**config.mk**
```make
export PLATFORM = sky130hd
export DESIGN_NAME = raw_mode_event_formatter
export DESIGN_NICKNAME = d
export VERILOG_FILES = /design/src/raw_fmt_pkg.sv /design/src/header_word_mux.sv /design/src/raw_mode_event_formatter.sv
export SDC_FILE = /design/constraint.sdc
export NUM_CORES = 1
export LEC_CHECK = 0
export ABC_AREA = 1
export ABC_CLOCK_PERIOD_IN_PS = 1950
export BUFFER_PORTS_ARGS = -buffer_cell sky130_fd_sc_hd__buf_2
export CAP_MARGIN = 20
export CORE_MARGIN = 5
export CORE_UTILIZATION = 50
export CTS_BUF_LIST = sky130_fd_sc_hd__clkbuf_4 sky130_fd_sc_hd__clkbuf_8 sky130_fd_sc_hd__clkbuf_16
export CTS_CLUSTER_SIZE = 30
export DETAILED_ROUTE_END_ITERATION = 6
export GPL_ROUTABILITY_DRIVEN = 0
export HOLD_SLACK_MARGIN = 0.08
export PLACE_DENSITY = 0.76
export SYNTH_ARGS = -nofsm -noshare
export SYNTH_HDL_FRONTEND = slang
export SYNTH_SLANG_ARGS = --single-unit
export TNS_END_PERCENT = 1
```
**constraint.sdc**
```tcl
create_clock -name clock_i -period 1.95 [get_ports clock_i]
set_clock_uncertainty 0.05 [all_clocks]
set_input_delay 0.39 -clock clock_i [delete_from_list [all_inputs] [get_ports clock_i]]
set_output_delay 0.39 -clock clock_i [all_outputs]
set_load 0.05 [all_outputs]
```
**src/raw_fmt_pkg.sv**
```systemverilog
// How it works
// - word 0 of a block is tag 00, marker 10010 and trigger number bits 26 to 16.
// - word 1 is tag 00 and trigger number bits 15 to 0.
// - word 2 is tag 00, marker 10011000 and time stamp bits 47 to 40.
// - word 3 is tag 00 and time stamp bits 39 to 24.
// - word 4 is a tag, eight zero bits and time stamp bits 23 to 16, tagged 00 when there is an event.
// - word 5 is a tag and time stamp bits 15 to 0, tagged 00 when there is an event.
// - with an event, words from location 6 on are the window samples in order, tagged 00, untouched.
// - the block closes at location N+7 with tag 11 and payload FFFF, N being the window length.
// - without an event, words 4 and 5 carry tag 01 instead of 00.
// - without an event, words from location 6 on are fillers of tag 01 and payload 0000.
package raw_fmt_pkg;

    // ********************************
    // widths
    // ********************************
    localparam int TAG_W = 2;
    localparam int PAY_W = 16;
    localparam int TRIG_W = 27;
    localparam int TS_W = 48;
    localparam int HEAD_LOC_W = 3;

    // ********************************
    // tags, markers and fixed payloads
    // ********************************
    localparam logic [1:0] TAG_DATA = 2'h0;
    localparam logic [1:0] TAG_NO_EVENT = 2'h1;
    localparam logic [1:0] TAG_END = 2'h3;
    localparam logic [4:0] TRIG_MARK = 5'h12;
    localparam logic [7:0] TS_MARK = 8'h98;
    localparam logic [7:0] TS_LOW_PAD = 8'h00;
    localparam logic [15:0] END_PAYLOAD = 16'hFFFF;
    localparam logic [15:0] FILL_PAYLOAD = 16'h0000;

    // ********************************
    // header locations
    // ********************************
    localparam logic [2:0] LOC_TRIG_HI = 3'h0;
    localparam logic [2:0] LOC_TRIG_LO = 3'h1;
    localparam logic [2:0] LOC_TS_TOP = 3'h2;
    localparam logic [2:0] LOC_TS_MID = 3'h3;
    localparam logic [2:0] LOC_TS_LOW = 3'h4;
    localparam logic [2:0] LOC_TS_BOT = 3'h5;

    // ********************************
    // carriers and states
    // ********************************
    typedef struct packed {
        logic [TAG_W-1:0] tag;
        logic [PAY_W-1:0] payload;
    } word_s;

    typedef struct packed {
        logic [TRIG_W-1:0] trig_num;
        logic [TS_W-1:0] time_stamp;
        logic has_event;
    } trig_info_s;

    typedef enum logic [1:0] {
        ST_IDLE = 2'b00,
        ST_HEAD = 2'b01,
        ST_BODY = 2'b10,
        ST_TAIL = 2'b11
    } fmt_state_e;

endpackage : raw_fmt_pkg

```
**src/header_word_mux.sv**
```systemverilog
`timescale 1ns/1ns
`default_nettype none
module header_word_mux
    import raw_fmt_pkg::*;
(
    input wire logic [HEAD_LOC_W-1:0] loc_i,
    input wire trig_info_s info_i,
    output word_s word_o
);

    logic [TAG_W-1:0] low_tag;

    // low time stamp words flag a channel without an event
    assign low_tag = info_i.has_event ? TAG_DATA : TAG_NO_EVENT;

    // pick the header word for this location
    always_comb begin
        unique case (loc_i)
            LOC_TRIG_HI: word_o = '{TAG_DATA, {TRIG_MARK, info_i.trig_num[26:16]}};
            LOC_TRIG_LO: word_o = '{TAG_DATA, info_i.trig_num[15:0]};
            LOC_TS_TOP: word_o = '{TAG_DATA, {TS_MARK, info_i.time_stamp[47:40]}};
            LOC_TS_MID: word_o = '{TAG_DATA, info_i.time_stamp[39:24]};
            LOC_TS_LOW: word_o = '{low_tag, {TS_LOW_PAD, info_i.time_stamp[23:16]}};
            LOC_TS_BOT: word_o = '{low_tag, info_i.time_stamp[15:0]};
            // code 6 reaches here after word 5 and stays through the body, where this word goes unused; code 7 never does
            default: word_o = '{TAG_DATA, FILL_PAYLOAD};
        endcase
    end

endmodule : header_word_mux
`default_nettype wire

```
**src/raw_mode_event_formatter.sv**
```systemverilog
`timescale 1ns/1ns
`default_nettype none
module raw_mode_event_formatter
    import raw_fmt_pkg::*;
#(
    parameter int LEN_W = 12,
    parameter int SAMPLE_W = 12,
    parameter int LOC_W = LEN_W + 1
) (
    input wire logic clock_i,
    input wire logic rst_b_i,
    input wire logic start_i,
    input wire trig_info_s info_i,
    input wire logic [LEN_W-1:0] trigger_window_length_i,
    output logic start_ready_o,
    input wire logic sample_valid_i,
    input wire logic [SAMPLE_W-1:0] sample_i,
    output logic sample_ready_o,
    output logic word_valid_o,
    output word_s word_o,
    output logic [LOC_W-1:0] word_loc_o,
    output logic block_done_o
);

    // ********************************
    // local sizes
    // ********************************
    // samples are zero-extended into the payload
    localparam int PAD_W = PAY_W - SAMPLE_W;

    // ********************************
    // state
    // ********************************
    fmt_state_e state_r;
    fmt_state_e state_nxt;
    trig_info_s info_r;
    trig_info_s info_nxt;
    logic [LEN_W-1:0] len_r;
    logic [LEN_W-1:0] len_nxt;
    logic [HEAD_LOC_W-1:0] head_loc_r;
    logic [HEAD_LOC_W-1:0] head_loc_nxt;
    // one bit wider than the length, so N+1 body words still count at the top length
    logic [LEN_W:0] body_cnt_r;
    logic [LEN_W:0] body_cnt_nxt;
    logic [LOC_W-1:0] loc_r;
    logic [LOC_W-1:0] loc_nxt;

    // ********************************
    // registered outputs
    // ********************************
    logic start_ready_r;
    logic start_ready_nxt;
    logic sample_ready_r;
    logic sample_ready_nxt;
    logic word_valid_r;
    logic word_valid_nxt;
    word_s word_r;
    word_s word_nxt;
    logic [LOC_W-1:0] word_loc_r;
    logic [LOC_W-1:0] word_loc_nxt;
    logic block_done_r;
    logic block_done_nxt;

    // ********************************
    // helpers
    // ********************************
    word_s head_word;
    word_s body_word;
    logic sample_take;
    logic body_fire;
    logic body_last;

    // header words come from a small lookup on the captured trigger info
    header_word_mux u_head (
        .loc_i(head_loc_r),
        .info_i(info_r),
        .word_o(head_word)
    );

    // a sample is only consumed while ready is up, so none is dropped
    assign sample_take = sample_valid_i && sample_ready_r;
    // fillers need no source, one goes out every cycle
    assign body_fire = info_r.has_event ? sample_take : 1'b1;
    // the body holds samples 0 to N, so the end marker lands at N+7
    assign body_last = (body_cnt_r == {1'b0, len_r});

    // body word: raw sample with event, filler without
    always_comb begin
        if (info_r.has_event) begin
            word_nxt_sel_sample: begin
                body_word = '{TAG_DATA, {{PAD_W{1'b0}}, sample_i}};
            end
        end else begin
            body_word = '{TAG_NO_EVENT, FILL_PAYLOAD};
        end
    end

    // ********************************
    // framer sequencing
    // ********************************
    // next state; the location counter is cleared on start and steps up by one per header and body word
    always_comb begin
        state_nxt = state_r;
        info_nxt = info_r;
        len_nxt = len_r;
        head_loc_nxt = head_loc_r;
        body_cnt_nxt = body_cnt_r;
        loc_nxt = loc_r;
        word_valid_nxt = 1'b0;
        word_nxt = word_r;
        word_loc_nxt = word_loc_r;
        block_done_nxt = 1'b0;
        unique case (state_r)
            ST_IDLE: begin
                // trigger info and window length are frozen for the whole block
                if (start_i) begin
                    info_nxt = info_i;
                    len_nxt = trigger_window_length_i;
                    head_loc_nxt = LOC_TRIG_HI;
                    loc_nxt = '0;
                    state_nxt = ST_HEAD;
                end
            end
            ST_HEAD: begin
                // six header words, locations 0 to 5
                word_valid_nxt = 1'b1;
                word_nxt = head_word;
                word_loc_nxt = loc_r;
                loc_nxt = loc_r + 1'b1;
                head_loc_nxt = head_loc_r + 1'b1;
                if (head_loc_r == LOC_TS_BOT) begin
                    body_cnt_nxt = '0;
                    state_nxt = ST_BODY;
                end
            end
            ST_BODY: begin
                // with an event each word waits for a sample, fillers go every cycle
                if (body_fire) begin
                    word_valid_nxt = 1'b1;
                    word_nxt = body_word;
                    word_loc_nxt = loc_r;
                    loc_nxt = loc_r + 1'b1;
                    body_cnt_nxt = body_cnt_r + 1'b1;
                    if (body_last) begin
                        state_nxt = ST_TAIL;
                    end
                end
            end
            ST_TAIL: begin
                // location not stepped here, the next start clears it anyway
                word_valid_nxt = 1'b1;
                word_nxt = '{TAG_END, END_PAYLOAD};
                word_loc_nxt = loc_r;
                block_done_nxt = 1'b1;
                state_nxt = ST_IDLE;
            end
        endcase
    end

    // ********************************
    // handshake flags
    // ********************************
    // handshake flags follow the state that comes next, so they sit on flops
    always_comb begin
        start_ready_nxt = (state_nxt == ST_IDLE);
        sample_ready_nxt = (state_nxt == ST_BODY) && info_nxt.has_event;
    end

    // handshake flags reset low, so nothing is offered while reset is held
    always_ff @(posedge clock_i or negedge rst_b_i) begin
        if (!rst_b_i) begin
            start_ready_r <= 1'b0;
            sample_ready_r <= 1'b0;
        end else begin
            start_ready_r <= start_ready_nxt;
            sample_ready_r <= sample_ready_nxt;
        end
    end

    // ********************************
    // framer registers
    // ********************************
    // framer group; control state has a fixed value under reset
    always_ff @(posedge clock_i or negedge rst_b_i) begin
        if (!rst_b_i) begin
            state_r <= ST_IDLE;
            info_r <= '0;
            len_r <= '0;
            head_loc_r <= '0;
            body_cnt_r <= '0;
            loc_r <= '0;
            word_valid_r <= 1'b0;
            word_r <= '0;
            word_loc_r <= '0;
            block_done_r <= 1'b0;
        end else begin
            state_r <= state_nxt;
            info_r <= info_nxt;
            len_r <= len_nxt;
            head_loc_r <= head_loc_nxt;
            body_cnt_r <= body_cnt_nxt;
            loc_r <= loc_nxt;
            word_valid_r <= word_valid_nxt;
            word_r <= word_nxt;
            word_loc_r <= word_loc_nxt;
            block_done_r <= block_done_nxt;
        end
    end

    // ********************************
    // outputs
    // ********************************
    // all straight from flops; the reader has no stall, it must take every word
    assign start_ready_o = start_ready_r;
    assign sample_ready_o = sample_ready_r;
    assign word_valid_o = word_valid_r;
    assign word_o = word_r;
    assign word_loc_o = word_loc_r;
    assign block_done_o = block_done_r;

endmodule : raw_mode_event_formatter
`default_nettype wire

```
After elaboration in Yosys (flattened, before gate mapping):

Cells that the tools add are included.

* register bits: 154
* input port bits: 104
* output and inout port bits: 35
* logic and storage cells: 74

* $add $sub $neg: 3
* eq/ne operators: 13
* mux-type cells: 26
* reduce and logical (&&, ||, !) cells: 17

Operators with widths (count)
* $pmux W17 S6: 1
* $mux W13: 5
* $pmux W18 S3: 1
* $pmux W13 S2: 2
* $pmux W13 S3: 1
* $add A13 B1 Y13 const B: 2
* $mux W18: 1
* $mux W17: 1
* $eq A13 B12 Y1: 1
* $mux W2: 4
* $pmux W2 S4: 1
* $reduce_and A2 Y1: 4
* $eq A2 B2 Y1 const B: 3
* $eq A3 B2 Y1 const B: 2
* $eq A3 B3 Y1 const B: 2
* $mux W1: 6
* $ne A2 B2 Y1 const B: 3
* $pmux W3 S2: 1
* $reduce_and A3 Y1: 2
* $reduce_bool A2 Y1: 3
* $reduce_bool A3 Y1: 2
* $logic_not A2 Y1: 2
* $add A3 B1 Y3 const B: 1
* $eq A3 B1 Y1 const B: 1
* other kinds (6): 7

Logic depth before layout (Yosys ltp):

* depth in word-level cells: 6
* mapped depth: 12
* gate-level depth less buffers: 12

Hierarchy:

From an unflattened synthesis, not the netlist that was laid out.

* cell total of the unflattened synthesis: 966
* area, all modules: 7537.2 um2

By module, submodules not included
* raw_mode_event_formatter: instances 1, cells an instance 795, area an instance 6715.2 um2, sequential area each 3853.7 um2
* header_word_mux: instances 1, cells an instance 171, area an instance 822.0 um2, sequential area each 0.0 um2

Worst setup path before layout:

OpenSTA, ideal clock, no wires.

* path type: reg2reg
* start: register head_loc_r[2]
* end: register word_r, in the netlist word_o[11]
* setup time: 77 ps
* arrival: 1714 ps
* data required time: 1823 ps
* path slack: 108 ps
* cell stages (with the launch flop): 10
* buffers on the path: 3
* cells stage by stage: dfrtp_1 > inv_1 > clkbuf_1 > ha_1 > clkbuf_1 > clkbuf_1 > nand2_1 > nand4_1 > nand2_1 > a21oi_1

* word-level cells in the longest chain between the ends: 3
* elaborated cells on any way between the ends: 8

Ends and longest elaborated chain
* from (decl): line raw_mode_event_formatter.sv:40 `logic [HEAD_LOC_W-1:0] head_loc_r;`
* from (signal assigned): line raw_mode_event_formatter.sv:200 `head_loc_r <= head_loc_nxt;`
* $eq A3 B3 Y1, or another cell as far along: line header_word_mux.sv:18 `unique case (loc_i)`
* $pmux W17 S6 (*): line header_word_mux.sv:18
* $pmux W18 S3 (*): line raw_mode_event_formatter.sv:113 `unique case (state_r)`
* to (signal assigned): line raw_mode_event_formatter.sv:204 `word_r <= word_nxt;`
* to (decl): line raw_mode_event_formatter.sv:57 `word_s word_r;`

Every way passes the cells marked *; elsewhere a longest branch is shown, timed or not.
A chain may end at the register's enable or synchronous reset.

Worst setup path in the final report:

* start: register state_r[1]
* end: register loc_r[6]

* word-level cells in the longest chain between the ends: 3
* elaborated cells on any way between the ends: 8

Ends and longest elaborated chain
* from (decl): line raw_mode_event_formatter.sv:34 `fmt_state_e state_r;`
* from (signal assigned): line raw_mode_event_formatter.sv:197 `state_r <= state_nxt;`
* $eq A2 B2 Y1, or another cell as far along: line raw_mode_event_formatter.sv:113
* $ne A2 B2 Y1 (no line) or $reduce_bool A3 Y1 (tied branches)
* $reduce_and A3 Y1 (no line)
* to (signal assigned): line raw_mode_event_formatter.sv:202 `loc_r <= loc_nxt;`
* to (decl): line raw_mode_event_formatter.sv:45 `logic [LOC_W-1:0] loc_r;`

Parallel ways exist; a longest one is shown, timed or not.

==> out/summary.md <==
The layout net count is 1175. The startpoint identified for the worst hold timing path is info_i[53]. Detailed-route vias per instance: 5.12. Launching point of the worst reg2reg path: state_r[1]$_DFF_PN0_.

For this run, design rule violations remaining after detail routing come to 0. Cells with a size suffix above 1 make up 21.2% of the layout. The first-pass GRT wire length is 30700 um.

The tightest hold path in the finished design has a slack of 105 ps. After floorplanning, the core was divided into 43 placement rows. The run gives 5 as the count of TritonRoute iterations in the first routing pass. The flow ran to the end, and the final reports show no timing, DRC or antenna violations. The number of synthesized flops with an enable pin is 0, and the worst setup timing slack at the placement stage is 45.3 ps. Input and output buffers added on the ports amount to 138.

The tree is rooted in a sky130_fd_sc_hd__clkbuf_16. STA puts the critical path data arrival time at 2160 ps. The dominant register cell in the synthesized netlist was sky130_fd_sc_hd__dfrtp_1.

For this run, the number of Yosys warnings is 0. Walking the worst path, the cells encountered are inv_2 -> ha_1 -> inv_2 -> nor2_2 -> nor2_1 -> nand2_2 -> nand2_4 -> inv_6 -> nand2_2 -> nor2_2 -> o22ai_1 -> a21oi_1. Entering global routing, the biggest net connects 82 pins. Of all nets on the critical path, the largest fanout is 16. 0 antenna diodes ended up in the layout. The leakage power was 0.00463 uW; the fraction of met2 tracks used by global routing was 36.8%.

The worst setup path is captured at a flop. The count of nets left with antenna violations once routing finished came out at 0. The actual slew at the worst max-slew pin was 757 ps; the met3 usage in global routing was 5.44%. The initial utilization of the core area, before any placement, comes to 51.3%. The beginning of the critical path is state_r[1]$_DFF_PN0_.

Pin placement for this block handled 139 I/O pins. The floorplan die area was 16800 um2; the proportion of synthesized flip-flops having asynchronous set or reset was 100%. The number of placed instances, taps included is 1220, and the final critical delay including setup and external delays is 1870 ps. The largest stage delay on the critical path is 430 ps.

Worst hold-check path type: input port to flop. Core area: 14000 um2. TritonCTS built the clock tree.

The H-tree was split into 4 levels. The worst pin sits at a relative slew slack of 49.5%. The global-route layer with the greatest usage is met2. A synthesized cell averages 7.88 um2.

Static timing analysis puts the maximum clock frequency at 0.536 GHz. Setup violations remaining at the end of the flow were counted as 0. Dividing total power by cell area gives a power density of 1690 nW/um2. The final setup slack of the worst path is 84.2 ps.

Sequential cells were found to cover 53.7% of the synthesized design area. Global routing consumed, over all layers together, 23.3% of the routing resources. The mapped netlist covers 7180 um2.

Dividing the detail-routed wire length by the instance count gives 14.9 um. The initial antenna violation count is 0. STA puts the critical path data required time at 2250 ps. Global routing finished with a remaining overflow of 0.

Once detailed placement completed, the half-perimeter wirelength came to 13500 um. The floorplan step set the die width to 130 um. Synthesis produced a netlist with a net count of 1026. For this block, the routed nets add up to 18700 um of wire. For the number of violations reported at the end of detailed-routing iteration 0, the log shows 381. The run gives 1270 as the count of fill cells added during filler insertion. The worst setup path is of the flop to flop kind.

The total power is 14900 uW. The area growth from synthesis to layout was 23.3%; the final-layout setup total negative slack was 0 ps. The total clock buffers created by CTS came out at 17. The largest individual stage delay along the critical path comes from the cell sky130_fd_sc_hd__dfrtp_1. VDD sags by at most 0.000788 V.

For this run, global-route usage on met1 was measured as 31.2%. The tool flagged a number of max-cap violations equal to 0. The count of final max-slew check failures is 0, and the filler-free cell count of the finished design is 1253. Setup repair after global routing could not meet its margin everywhere.

The tools report the kind of start point of the critical path as a flop. The run gives 0 as the final hold violation count. The number of global-route vias before repair was 6423. Detailed routing inserted a total of 6410 vias. The number of different library cells used by synthesis comes to 32.

The tree built by TritonCTS fans out to 154 sinks. The clock transition at the register clock pins on the worst setup and hold paths after CTS came out at 60 ps. Of the available clock period, the critical path in the final layout requires 95.7%.

Synthesis produced 911 cells. Clock latency on the worst-skew pair, taken at its later pin, is 420 ps. The synthesized design contains 154 register bits. In this run the deepest clock path goes through 2 buffers. The die extent in y was 130 um.
-- final timing paths --
path	slack, ps	cells after the start	to
setup / recovery	80	12	loc_r[6]$_DFFE_PN0P_
setup reg to reg	80	12	loc_r[6]$_DFFE_PN0P_
max in group asynchronous	860	3	info_r[32]$_DFFE_PN0P_
hold reg to reg	430	2	word_loc_o[11]$_DFFE_PN0P_
min in group asynchronous	410	2	body_cnt_r[5]$_DFFE_PN0P_
hold / removal	110	3	info_r[53]$_DFFE_PN0P_
-- sequential cells by signal, indices dropped and copies added, names as in the netlist --
signal and flops:
state_r 2, start_ready_o 1, len_r 12, block_done_o 1, sample_ready_o 1, word_valid_o 1, loc_r 13, word_loc_o 13
body_cnt_r 13, info_r 76, word_o 18, head_loc_r 3
-- placed cells by master (no fill, tap or decap), types with 3 or more instances in the layout --
| cell | n |
|---|---|
| sky130_fd_sc_hd__inv_2 | 7 |
| sky130_fd_sc_hd__nand2_1 | 409 |
| sky130_fd_sc_hd__buf_4 | 20 |
| sky130_fd_sc_hd__inv_1 | 49 |
| sky130_fd_sc_hd__clkbuf_16 | 17 |
| sky130_fd_sc_hd__nor3_1 | 10 |
| sky130_fd_sc_hd__buf_12 | 3 |
| sky130_fd_sc_hd__o21ai_0 | 47 |
| sky130_fd_sc_hd__nand2_2 | 7 |
| sky130_fd_sc_hd__inv_6 | 3 |
| sky130_fd_sc_hd__nor2_2 | 5 |
| sky130_fd_sc_hd__dfrtp_1 | 154 |
| sky130_fd_sc_hd__nand2_4 | 3 |
| sky130_fd_sc_hd__nor2_1 | 53 |
| sky130_fd_sc_hd__ha_1 | 8 |
| sky130_fd_sc_hd__o22ai_1 | 3 |
| sky130_fd_sc_hd__clkinvlp_4 | 4 |
| sky130_fd_sc_hd__a21oi_1 | 43 |
| sky130_fd_sc_hd__nand4_1 | 20 |
| sky130_fd_sc_hd__xor2_1 | 4 |
| sky130_fd_sc_hd__o21ai_1 | 8 |
| sky130_fd_sc_hd__clkinv_4 | 4 |
| sky130_fd_sc_hd__buf_2 | 137 |
| sky130_fd_sc_hd__nand3_1 | 26 |
-- per-layer routing --
metal	part of all wire (%)	vias up	routed length (um)
met5	0	-	0
met4	2.7	0	508
met3	5.4	37	1010
met2	47	210	8770
met1	45	2982	8410
li1	-	3181	-
-- metrics by stage --
step                      cell area, um2  util, %
after global routing                8850     63.3
after floorplan                     7180        -
after CTS                           8810     63.0
after global placement              8200     58.6
final                               8850     63.3
after detailed placement            8200     58.6
-- kinds of logic after synthesis --
| family | count (synthesis) | share of synthesized area [%] |
|---|---|---|
| xor gates and xnor gates | 6 | 0.732 |
| and+or+nand+nor | 539 | 30.7 |
| buffers and inverters | 94 | 5.23 |
| DFF | 154 | 53.7 |
| AOI/OAI and AO/OA | 107 | 7.74 |
| adders and majority gates | 11 | 1.92 |
-- critical path, delay by kind of cell, from the launching register on --
kind            cells  cell delay, ps
simple gates        6             600
fa+ha+maj           1             190
buf+inv             3             320
flops               1             430
compound gates      2             200
-- report_power, final --
group / switching (uW) / internal [uW]
combinational: 4290 / 2010
clock: 1340 / 1980
sequential: 813 / 4490
-- synth_stat cells, drive strengths merged (2+ instances only) --
| library cell | n | area (um2) |
|---|---|---|
| a21oi | 43 | 215 |
| a31oi | 2 | 12.5 |
| buf | 17 | 78.8 |
| clkbuf | 17 | 63.8 |
| clkinv | 2 | 7.51 |
| dfrtp | 154 | 3850 |
| ha | 11 | 138 |
| inv | 58 | 225 |
| nand2 | 419 | 1610 |
| nand3 | 26 | 130 |
| nand4 | 20 | 125 |
| nor2 | 59 | 236 |
| nor3 | 12 | 82.6 |
| nor4 | 2 | 12.5 |
| o21ai | 56 | 284 |
| o22ai | 3 | 18.8 |
| xnor2 | 2 | 17.5 |
| xor2 | 4 | 35.0 |
-- cell type report --
cell class | count | area, um2 | area share (%)
inverters | 60 | 241 | 2.73
repair buffers | 164 | 956 | 10.8
well taps | 180 | 225 | 2.54
flip-flops and latches | 154 | 3850 | 43.5
multi-input cells | 663 | 2980 | 33.6
clock inverters | 12 | 140 | 1.58
clock buffers | 20 | 460 | 5.20
-- timing repair --
action | 4_1_cts | 5_1_grt
setup buffers | 0 | 0
hold buffers | 1 | 0
endpoints found under the setup margin | 0 | 80
hold endpoints to repair | 35 | 0
gates resized for setup | 0 | 14
Power figures use the tool's default switching activity.
